--- src/pcd_map.vh ---
// pcd_map.vh : register offsets, field positions and reset values of the
// pin change detector.
// assumes: included by bare name from the design files, definitions only.
`ifndef PCD_MAP_VH
`define PCD_MAP_VH

// ----------------------------------------------------------------------
// register byte offsets (one aligned 32-bit word each)
// ----------------------------------------------------------------------
`define PCD_OFF_RISE_A   8'h00
`define PCD_OFF_FALL_A   8'h04
`define PCD_OFF_FLAG_A   8'h08
`define PCD_OFF_RISE_B   8'h0C
`define PCD_OFF_FALL_B   8'h10
`define PCD_OFF_FLAG_B   8'h14
`define PCD_OFF_RISE_C   8'h18
`define PCD_OFF_FALL_C   8'h1C
`define PCD_OFF_FLAG_C   8'h20
`define PCD_OFF_RISE_E   8'h24
`define PCD_OFF_FALL_E   8'h28
`define PCD_OFF_FLAG_E   8'h2C
`define PCD_OFF_IRQ_EN   8'h30
`define PCD_OFF_IRQ_REQ  8'h34

// ----------------------------------------------------------------------
// field positions
// ----------------------------------------------------------------------
`define PCD_PORT_W       8
`define PCD_BIT_MASTER   0
`define PCD_BIT_SUMMARY  0
`define PCD_PIN_E3       27

// implemented pins in the flat 32-bit vector: ports a, b, c and e bit 3
`define PCD_IMPL_MASK    32'h08FF_FFFF

// ----------------------------------------------------------------------
// reset values
// ----------------------------------------------------------------------
`define PCD_RST_EDGE     32'h0000_0000
`define PCD_RST_FLAG     32'h0000_0000
`define PCD_RST_EN       1'b0
`define PCD_RST_RDATA    32'h0000_0000
`define PCD_PRIME_DONE   2'h3

`endif

--- src/pcd_edge_detect.v ---
// pcd_edge_detect.v : synchroniser and edge detector for one pin.
// assumes: pin_in is asynchronous to clk; pulses are one clk cycle wide.
`timescale 1ns/1ns
`default_nettype none
`include "pcd_map.vh"

module pcd_edge_detect (
  input  wire clk,
  input  wire rst_n,
  input  wire pin_in,
  output wire rise_pulse,
  output wire fall_pulse
);

  reg       sync1_r;
  reg       sync2_r;
  reg       prev_r;
  reg [1:0] prime_r;
  wire      primed;

  // ----------------------------------------------------------------------
  // two-flop synchroniser, then one more flop for the previous sample
  // ----------------------------------------------------------------------
  always @(posedge clk or negedge rst_n) begin
    if (!rst_n) begin
      sync1_r <= 1'b0;
      sync2_r <= 1'b0;
      prev_r  <= 1'b0;
    end else begin
      sync1_r <= pin_in;
      sync2_r <= sync1_r;
      prev_r  <= sync2_r;
    end
  end

  // comparing is held off until the pipe holds real samples, so a pin
  // that is high at reset does not fake a rising edge
  always @(posedge clk or negedge rst_n) begin
    if (!rst_n) begin
      prime_r <= 2'h0;
    end else if (prime_r != `PCD_PRIME_DONE) begin
      prime_r <= prime_r + 2'h1;
    end
  end

  assign primed     = (prime_r == `PCD_PRIME_DONE);
  assign rise_pulse = primed & sync2_r & ~prev_r;
  assign fall_pulse = primed & ~sync2_r & prev_r;

endmodule // pcd_edge_detect
`default_nettype wire

--- src/pcd_pin_change_top.v ---
// pcd_pin_change_top.v : pin change detector with apb register access.
// holds the edge enables, the per-pin change flags, the master enable,
// the summary flag, the interrupt and the sleep wake request.
// assumes: apb master on clk; pins are asynchronous and are synchronised
// here; clk keeps running while the core sleeps.
//
// Local design decisions: register access over APB and the address map.
`timescale 1ns/1ns
`default_nettype none
`include "pcd_map.vh"

// How it works
// - pins of ports a, b, c and port e bit 3 each detect changes individually.
// - every eligible pin has a separate rising and falling edge detector.
// - a set rise enable bit arms rising detection; clear means rising ignored.
// - a set fall enable bit arms falling detection; clear means falling ignored.
// - both enables set detects either direction on the pin.
// - an armed edge sets the pin flag, which stays until software clears it.
// - master enable clear still detects and flags, but raises no interrupt.
// - interrupt is high only while master enable set and some flag set.
// - summary flag is the or of all pin flags, read only.
// - writing zero to a flag bit clears it, unless applies.
// - an edge in the cycle of a flag write keeps the flag set.
// - eight-bit rise, fall and flag registers per port, bit n is pin n, reset zero.
// - an armed edge during sleep wakes the device when master enable set.
// - a sleep edge updates the flag before the first instruction after wake.
module pcd_pin_change_top (
  input  wire        clk,
  input  wire        rst_n,
  // apb slave
  input  wire        psel,
  input  wire        penable,
  input  wire        pwrite,
  input  wire [7:0]  paddr,
  input  wire [31:0] pwdata,
  input  wire [3:0]  pstrb,
  output wire [31:0] prdata,
  output wire        pready,
  output wire        pslverr,
  // port pins
  input  wire [7:0]  pin_a,
  input  wire [7:0]  pin_b,
  input  wire [7:0]  pin_c,
  input  wire        port_e_bit3,
  // core state and interrupt
  input  wire        sleep_mode,
  output wire        change_irq,
  output wire        wake_req
);

  // ----------------------------------------------------------------------
  // local codes for the decoded register kind
  // ----------------------------------------------------------------------
  localparam [2:0] KIND_RISE = 3'd0;
  localparam [2:0] KIND_FALL = 3'd1;
  localparam [2:0] KIND_FLAG = 3'd2;
  localparam [2:0] KIND_EN   = 3'd3;
  localparam [2:0] KIND_REQ  = 3'd4;
  localparam [2:0] KIND_NONE = 3'd7;

  // ----------------------------------------------------------------------
  // declarations
  // ----------------------------------------------------------------------
  reg  [31:0] rise_edge_enable_r;
  reg  [31:0] rise_edge_enable_nxt;
  reg  [31:0] fall_edge_enable_r;
  reg  [31:0] fall_edge_enable_nxt;
  reg  [31:0] pin_change_flag_r;
  reg  [31:0] pin_change_flag_nxt;
  reg         change_irq_master_enable_r;
  reg         change_irq_master_enable_nxt;
  reg         irq_r;
  reg  [31:0] prdata_r;
  reg  [31:0] prdata_nxt;
  reg         pslverr_r;
  reg  [2:0]  sel_kind;
  reg  [1:0]  sel_port;
  reg  [31:0] wr_clr;
  reg  [31:0] wr_byte;

  wire [31:0] pin_vec;
  wire [31:0] rise_pulse;
  wire [31:0] fall_pulse;
  wire [31:0] edge_set;
  wire        setup_phase;
  wire        wr_access;
  wire        wr_low_lane;
  wire        change_summary_flag;

  // ----------------------------------------------------------------------
  // pin gathering: byte 0 port a, 1 port b, 2 port c, 3 port e (bit 3)
  // ----------------------------------------------------------------------
  assign pin_vec = {4'h0, port_e_bit3, 3'h0, pin_c, pin_b, pin_a};

  // ----------------------------------------------------------------------
  // per-pin edge detection; unimplemented positions never pulse
  // ----------------------------------------------------------------------
  genvar g;
  generate
    for (g = 0; g < 32; g = g + 1) begin : g_pin
      if (((`PCD_IMPL_MASK >> g) & 1) == 1) begin : g_live
        pcd_edge_detect u_edge (
          .clk        (clk),
          .rst_n      (rst_n),
          .pin_in     (pin_vec[g]),
          .rise_pulse (rise_pulse[g]),
          .fall_pulse (fall_pulse[g])
        );
      end else begin : g_dead
        assign rise_pulse[g] = 1'b0;
        assign fall_pulse[g] = 1'b0;
      end
    end
  endgenerate

  // an edge counts only in the direction that is armed; with both bits
  // set either direction sets the flag
  assign edge_set = ((rise_pulse & rise_edge_enable_r)
                   | (fall_pulse & fall_edge_enable_r))
                   & `PCD_IMPL_MASK;

  // ----------------------------------------------------------------------
  // apb address decode
  // ----------------------------------------------------------------------
  always @* begin
    sel_kind = KIND_NONE;
    sel_port = 2'd0;
    case (paddr)
      `PCD_OFF_RISE_A: begin
        sel_kind = KIND_RISE;
        sel_port = 2'd0;
      end
      `PCD_OFF_FALL_A: begin
        sel_kind = KIND_FALL;
        sel_port = 2'd0;
      end
      `PCD_OFF_FLAG_A: begin
        sel_kind = KIND_FLAG;
        sel_port = 2'd0;
      end
      `PCD_OFF_RISE_B: begin
        sel_kind = KIND_RISE;
        sel_port = 2'd1;
      end
      `PCD_OFF_FALL_B: begin
        sel_kind = KIND_FALL;
        sel_port = 2'd1;
      end
      `PCD_OFF_FLAG_B: begin
        sel_kind = KIND_FLAG;
        sel_port = 2'd1;
      end
      `PCD_OFF_RISE_C: begin
        sel_kind = KIND_RISE;
        sel_port = 2'd2;
      end
      `PCD_OFF_FALL_C: begin
        sel_kind = KIND_FALL;
        sel_port = 2'd2;
      end
      `PCD_OFF_FLAG_C: begin
        sel_kind = KIND_FLAG;
        sel_port = 2'd2;
      end
      `PCD_OFF_RISE_E: begin
        sel_kind = KIND_RISE;
        sel_port = 2'd3;
      end
      `PCD_OFF_FALL_E: begin
        sel_kind = KIND_FALL;
        sel_port = 2'd3;
      end
      `PCD_OFF_FLAG_E: begin
        sel_kind = KIND_FLAG;
        sel_port = 2'd3;
      end
      `PCD_OFF_IRQ_EN: begin
        sel_kind = KIND_EN;
      end
      `PCD_OFF_IRQ_REQ: begin
        sel_kind = KIND_REQ;
      end
      default: begin
        sel_kind = KIND_NONE;
      end
    endcase
  end

  // ----------------------------------------------------------------------
  // apb phases: no wait states, writes land at the access edge
  // ----------------------------------------------------------------------
  assign setup_phase = psel & ~penable;
  assign wr_access   = psel & penable & pwrite & (sel_kind != KIND_NONE);
  assign wr_low_lane = wr_access & pstrb[0];   // registers live in lane 0

  // write data placed in the selected port byte, for the edge enables
  always @* begin
    wr_byte = 32'h0000_0000;
    wr_byte[sel_port*`PCD_PORT_W +: `PCD_PORT_W] = pwdata[7:0];
  end

  // flag bits written as zero in the selected port byte
  always @* begin
    wr_clr = 32'h0000_0000;
    if (wr_low_lane && (sel_kind == KIND_FLAG)) begin
      wr_clr[sel_port*`PCD_PORT_W +: `PCD_PORT_W] = ~pwdata[7:0];
    end
  end

  // ----------------------------------------------------------------------
  // edge enable registers
  // ----------------------------------------------------------------------
  always @* begin
    rise_edge_enable_nxt = rise_edge_enable_r;
    fall_edge_enable_nxt = fall_edge_enable_r;
    if (wr_low_lane && (sel_kind == KIND_RISE)) begin
      rise_edge_enable_nxt[sel_port*`PCD_PORT_W +: `PCD_PORT_W] =
        wr_byte[sel_port*`PCD_PORT_W +: `PCD_PORT_W];
    end
    if (wr_low_lane && (sel_kind == KIND_FALL)) begin
      fall_edge_enable_nxt[sel_port*`PCD_PORT_W +: `PCD_PORT_W] =
        wr_byte[sel_port*`PCD_PORT_W +: `PCD_PORT_W];
    end
    // port e keeps only bit 3; other positions stay zero
    rise_edge_enable_nxt = rise_edge_enable_nxt & `PCD_IMPL_MASK;
    fall_edge_enable_nxt = fall_edge_enable_nxt & `PCD_IMPL_MASK;
  end

  always @(posedge clk or negedge rst_n) begin
    if (!rst_n) begin
      rise_edge_enable_r <= `PCD_RST_EDGE;
      fall_edge_enable_r <= `PCD_RST_EDGE;
    end else begin
      rise_edge_enable_r <= rise_edge_enable_nxt;
      fall_edge_enable_r <= fall_edge_enable_nxt;
    end
  end

  // ----------------------------------------------------------------------
  // pin change flags: sticky, cleared by writing zero
  // ----------------------------------------------------------------------
  // the set term is or-ed in after the clear, so an edge in the write
  // cycle survives; writing a one leaves a flag as it is, which is what
  // makes the and-mask clearing sequence safe
  always @* begin
    pin_change_flag_nxt = ((pin_change_flag_r & ~wr_clr)
                         | edge_set)
                         & `PCD_IMPL_MASK;
  end

  always @(posedge clk or negedge rst_n) begin
    if (!rst_n) begin
      pin_change_flag_r <= `PCD_RST_FLAG;
    end else begin
      pin_change_flag_r <= pin_change_flag_nxt;
    end
  end

  // flags are set even with the master enable clear
  assign change_summary_flag = |pin_change_flag_r;

  // ----------------------------------------------------------------------
  // master enable (enable register, which also acts as the mask)
  // ----------------------------------------------------------------------
  always @* begin
    change_irq_master_enable_nxt = change_irq_master_enable_r;
    if (wr_low_lane && (sel_kind == KIND_EN)) begin
      change_irq_master_enable_nxt = pwdata[`PCD_BIT_MASTER];
    end
  end

  always @(posedge clk or negedge rst_n) begin
    if (!rst_n) begin
      change_irq_master_enable_r <= `PCD_RST_EN;
    end else begin
      change_irq_master_enable_r <= change_irq_master_enable_nxt;
    end
  end

  // ----------------------------------------------------------------------
  // interrupt: registered from the next state, so it follows the flags
  // and the enable in the same cycle they change
  // ----------------------------------------------------------------------
  always @(posedge clk or negedge rst_n) begin
    if (!rst_n) begin
      irq_r <= 1'b0;
    end else begin
      irq_r <= change_irq_master_enable_nxt & (|pin_change_flag_nxt);
    end
  end

  assign change_irq = irq_r;

  // wake only when the interrupt itself is raised; the flag is already
  // stored when wake rises, so the first instruction sees it
  assign wake_req = sleep_mode & irq_r;

  // ----------------------------------------------------------------------
  // read data, captured in the setup phase; a flag set between setup and
  // access shows on the next read
  // ----------------------------------------------------------------------
  always @* begin
    prdata_nxt = 32'h0000_0000;
    case (sel_kind)
      KIND_RISE: begin
        prdata_nxt[7:0] = rise_edge_enable_r[sel_port*`PCD_PORT_W +: `PCD_PORT_W];
      end
      KIND_FALL: begin
        prdata_nxt[7:0] = fall_edge_enable_r[sel_port*`PCD_PORT_W +: `PCD_PORT_W];
      end
      KIND_FLAG: begin
        prdata_nxt[7:0] = pin_change_flag_r[sel_port*`PCD_PORT_W +: `PCD_PORT_W];
      end
      KIND_EN: begin
        prdata_nxt[`PCD_BIT_MASTER] = change_irq_master_enable_r;
      end
      KIND_REQ: begin
        prdata_nxt[`PCD_BIT_SUMMARY] = change_summary_flag;
      end
      default: begin
        prdata_nxt = 32'h0000_0000;
      end
    endcase
  end

  always @(posedge clk or negedge rst_n) begin
    if (!rst_n) begin
      prdata_r  <= `PCD_RST_RDATA;
      pslverr_r <= 1'b0;
    end else if (setup_phase) begin
      prdata_r  <= pwrite ? 32'h0000_0000 : prdata_nxt;
      pslverr_r <= (sel_kind == KIND_NONE);   // unmapped address
    end
  end

  // ----------------------------------------------------------------------
  // apb answer: always ready, error flagged only in the access phase
  // ----------------------------------------------------------------------
  assign pready  = 1'b1;
  assign pslverr = psel & penable & pslverr_r;
  assign prdata  = prdata_r;

endmodule // pcd_pin_change_top
`default_nettype wire

--- config.mk ---
export PLATFORM = sky130hd
export DESIGN_NAME = pcd_pin_change_top
export DESIGN_NICKNAME = d
export VERILOG_FILES = /design/src/pcd_edge_detect.v /design/src/pcd_pin_change_top.v
export VERILOG_INCLUDE_DIRS = /design/src
export SDC_FILE = /design/constraint.sdc
export NUM_CORES = 1
export LEC_CHECK = 0
export BUFFER_PORTS_ARGS = -buffer_cell sky130_fd_sc_hd__clkbuf_2
export CAP_MARGIN = 20
export CELL_PAD_IN_SITES_DETAIL_PLACEMENT = 0
export CELL_PAD_IN_SITES_GLOBAL_PLACEMENT = 2
export CORE_MARGIN = 4
export CORE_UTILIZATION = 39
export CTS_CLUSTER_SIZE = 10
export DETAILED_ROUTE_END_ITERATION = 10
export GPL_TIMING_DRIVEN = 1
export PLACE_DENSITY_LB_ADDON = 0.3
export RECOVER_POWER = 100
export SLEW_MARGIN = 40
export SYNTH_ARGS = -nofsm -noshare
export SYNTH_HDL_FRONTEND = slang
export SYNTH_SLANG_ARGS = --single-unit
--- constraint.sdc ---
create_clock -name clk -period 2.7 [get_ports clk]
set_input_delay 0.54 -clock clk [delete_from_list [all_inputs] [get_ports clk]]
set_output_delay 0.54 -clock clk [all_outputs]
set_load 0.05 [all_outputs]
==> impl_metrics.tcl <==
set metrics [dict create \
    gr-total-overflow 0 \
    nets 1032 \
    cts_buffer_depth 3 \
    period_share_pct 114.9 \
    setup.worst_path.start_class "input port" \
    crit_path_top_delay_cell "or4_4" \
    relSlewSlack_pct -36.14 \
    critical-path-max-stage-delay_ps 560 \
    area_growth_syn_to_layout_pct 20.64 \
    max_clock_freq_ghz 0.3224 \
    path_clk_slew_ps 50 \
    end_kind "flop" \
    numCtsBuffers 26 \
    netlist_area_mm2 0.009178 \
    period_minus_slack_ps 3102 \
    vias 6542 \
    grt_start_max_net_pins 77 \
    wirelength_mm 24.71 \
    rsz0062_at_grt "true" \
    synth.largest_area_cell "dfrtp_1" \
    drive_gt1_share_pct 22.35 \
    ys_seq_area_share_pct 57.53 \
    pre_cts_ws_ps -964.8 \
    numClockSinks 211 \
    critPathKind "in2reg" \
    synth_seq_cells 211 \
    grt_pass1_vias 6975 \
    vias_per_cell 5.242 \
    drcViolationCount 0 \
    worstPathCellList "clkbuf_2 > or4_4 > a21oi_4 > ha_4 > buf_4 > or2_4 > or4b_4 > a21o_1 > or4_4 > o31a_1" \
    dpl.cell_count 1212 \
    die_h_um 161.4 \
    finClkSkew_ps 8.804 \
    hold_violations 0 \
    hpwl_mm 18.62 \
    setup_viol 1 \
    setup_slack_ps -401.8 \
    holdWs_ps 129.5 \
    antenna_cells 0 \
    crit_arrival_ps 3490 \
    placed_area_mm2 0.01030 \
    syn_area_per_cell_um2 11.53 \
    worst_pin_slew_ps 2042 \
    vdd.ir_drop.worst_uv 410.2 \
    violations "max-capacitance violations, max-slew violations, negative setup slack" \
    die_w_um 161.4 \
    start_util_pct 40.05 \
    startpoint "paddr[1]" \
    first_pass_iters 4 \
    routedWlPerCell_um 19.80 \
    synth_ff_type "dfrtp_1" \
    drt_first_iter_violations 396 \
    pin_count 111 \
    cts-root-buf "clkbuf_16" \
    final_cell_area_mm2 0.01107 \
    r2r-start "g_pin[5].g_live.u_edge.prime_r[0]$_DFFE_PN0P_" \
    ant_nets 0 \
    r2r_slack_ps 570 \
    cpMostUsedCell "or4_4" \
    antenna_found_initial 0 \
    track_usage_pct 19.14 \
    p_leak_uw 0.004502 \
    synth_top_area_share_pct 57.53 \
    clk_latency_ps 510 \
    gp_congestion 0.8672 \
    h-tree-depth 1 \
    async_reset_ff_share_pct 100.0 \
    maxSlewViolCount 77 \
    p_per_area_mw_per_mm2 624.5 \
    yosysWarnings 0 \
    status "finished, violations left" \
    synth_area_leaders "dfrtp_1 58%, nand2_1 5.8%, o21ai_0 5.0%" \
    core_mm2 0.02292 \
    worst_ep_required_time_ps 3090 \
    synth-edff-count 0 \
    hold_class "in2reg" \
    maxCapViolCount 1 \
    fin_cells 1248 \
    cts_tree "yes" \
    rows 55 \
    die_area_mm2 0.02605 \
    grt_pass1_wl_mm 39.15 \
    synth_most_common_cell "dfrtp_1" \
    synth_cells 796 \
    io_buffers 58 \
    worstPathMaxFanout 3 \
    min_from "pin_b[1]" \
    synth_cell_types 65 \
    synth_common_cells "211 x dfrtp_1, 143 x nand2_1, 92 x o21ai_0" \
]
==> final timing paths <==
| kind | to | cells after the start |
|---|---|---|
| min in group asynchronous | g_pin[3].g_live.u_edge.prime_r[1]$_DFFE_PN0P_ | 1 |
| max | change_irq$_DFF_PN0_ | 10 |
| max reg2reg | change_irq$_DFF_PN0_ | 6 |
| min | g_pin[9].g_live.u_edge.sync1_r$_DFF_PN0_ | 1 |
| max in group asynchronous | g_pin[7].g_live.u_edge.sync2_r$_DFF_PN0_ | 2 |
| min reg2reg | g_pin[17].g_live.u_edge.sync2_r$_DFF_PN0_ | 0 |
==> sequential cells by signal, indices dropped and copies added (netlist names) <==
| name | cells |
|---|---|
| pslverr_r | 1 |
| pin_change_flag_r | 25 |
| g_pin.g_live.u_edge.prime_r | 50 |
| g_pin.g_live.u_edge.sync2_r | 25 |
| g_pin.g_live.u_edge.prev_r | 25 |
| change_irq_master_enable_r | 1 |
| prdata | 8 |
| fall_edge_enable_r | 25 |
| rise_edge_enable_r | 25 |
| change_irq | 1 |
| g_pin.g_live.u_edge.sync1_r | 25 |
==> critical path, delay by kind of cell <==
family | cells | cell delay (ps)
adder cells (fa/ha/maj) | 1 | 230
buffers and inverters | 2 | 250
AO/OA/AOI/OAI | 3 | 630
AND/OR/NAND/NOR | 4 | 1840
==> metrics by stage <==
stage                     total power (µW)  utilization (%)  setup TNS, ps
after detailed placement              3815            44.94         -12480
final                                 6915            48.32         -401.8
after floorplan                       3606                -         -13070
after global routing                  7195            48.32          -6798
after CTS                             7024            48.34         -375.5
after global placement                3807            44.94          -9580
==> layout by cell type, fill, tap and decap left out, types with 3 or more instances in the layout <==
| cell type | Yosys | routed |
|---|---|---|
| nand4_1 | 3 | 3 |
| nor3_1 | 4 | 4 |
| nand3b_1 | 24 | 24 |
| nand2_1 | 143 | 143 |
| o21ai_2 | 0 | 3 |
| mux2i_1 | 20 | 20 |
| a21oi_1 | 10 | 10 |
| mux4_2 | 3 | 3 |
| clkbuf_1 | 12 | 14 |
| a21o_1 | 4 | 4 |
| xnor2_1 | 26 | 26 |
| buf_4 | 26 | 59 |
| o41ai_1 | 3 | 3 |
| nor4_1 | 11 | 9 |
| nand4b_1 | 12 | 12 |
| o21ai_0 | 92 | 87 |
| a22oi_1 | 20 | 20 |
| clkbuf_8 | 0 | 3 |
| o32ai_1 | 6 | 6 |
| mux2_2 | 31 | 31 |
| a22o_1 | 3 | 3 |
| nand3_1 | 7 | 7 |
| clkbuf_16 | 0 | 27 |
| a31oi_1 | 6 | 6 |
| clkbuf_2 | 0 | 49 |
| ha_1 | 30 | 28 |
| dfrtp_1 | 211 | 211 |
| nor2b_1 | 3 | 3 |
| inv_1 | 10 | 9 |
| conb_1 | 2 | 25 |
| buf_12 | 0 | 3 |
| nand2b_1 | 10 | 8 |
| nor2_1 | 14 | 13 |
==> power by group <==
group	internal [µW]	leakage, µW	switching, µW
Clock	1950	0.000380	1210
Combinational	125	0.00173	331
Sequential	3250	0.00240	46.3
Total	5320	0.00450	1590
==> layer usage <==
layer,wire [µm],share of wire (%),up-vias,GRT usage [%]
li1,-,-,3058,-
met1,10590,43,3288,24.73
met2,12350,50,149,33.44
met3,1062,4.3,47,2.781
met4,701,2.8,0,5.894
met5,0,0,-,0
==> final cells by class <==
class	instances	area, µm²
fill	2098	11840
sequential	211	5280
multi-input combinational	552	3772
timing repair buffer	125	815.8
clock buffer	33	728.2
tap	313	391.6
inverter	11	43.79
clock inverter	3	40.04
==> cell families after synthesis <==
family          synth area share (%)
fa+ha+maj                      4.213
mux                            6.721
compound gates                 10.83
buf+inv                        3.572
flops                          57.53
xor+xnor                       2.577
simple gates                   14.48
other cells                  0.08183
==> what timing repair did <==
| action | in CTS | in global routing |
|---|---|---|
| setup endpoints to repair | 1 | 1 |
| gates resized for setup | 4 | 10 |
| pin swaps | 2 | 2 |
| endpoints found under the hold margin | 0 | 0 |
| hold buffers | 0 | 0 |
| setup buffers | 0 | 0 |
Power figures use the tool's default switching activity.
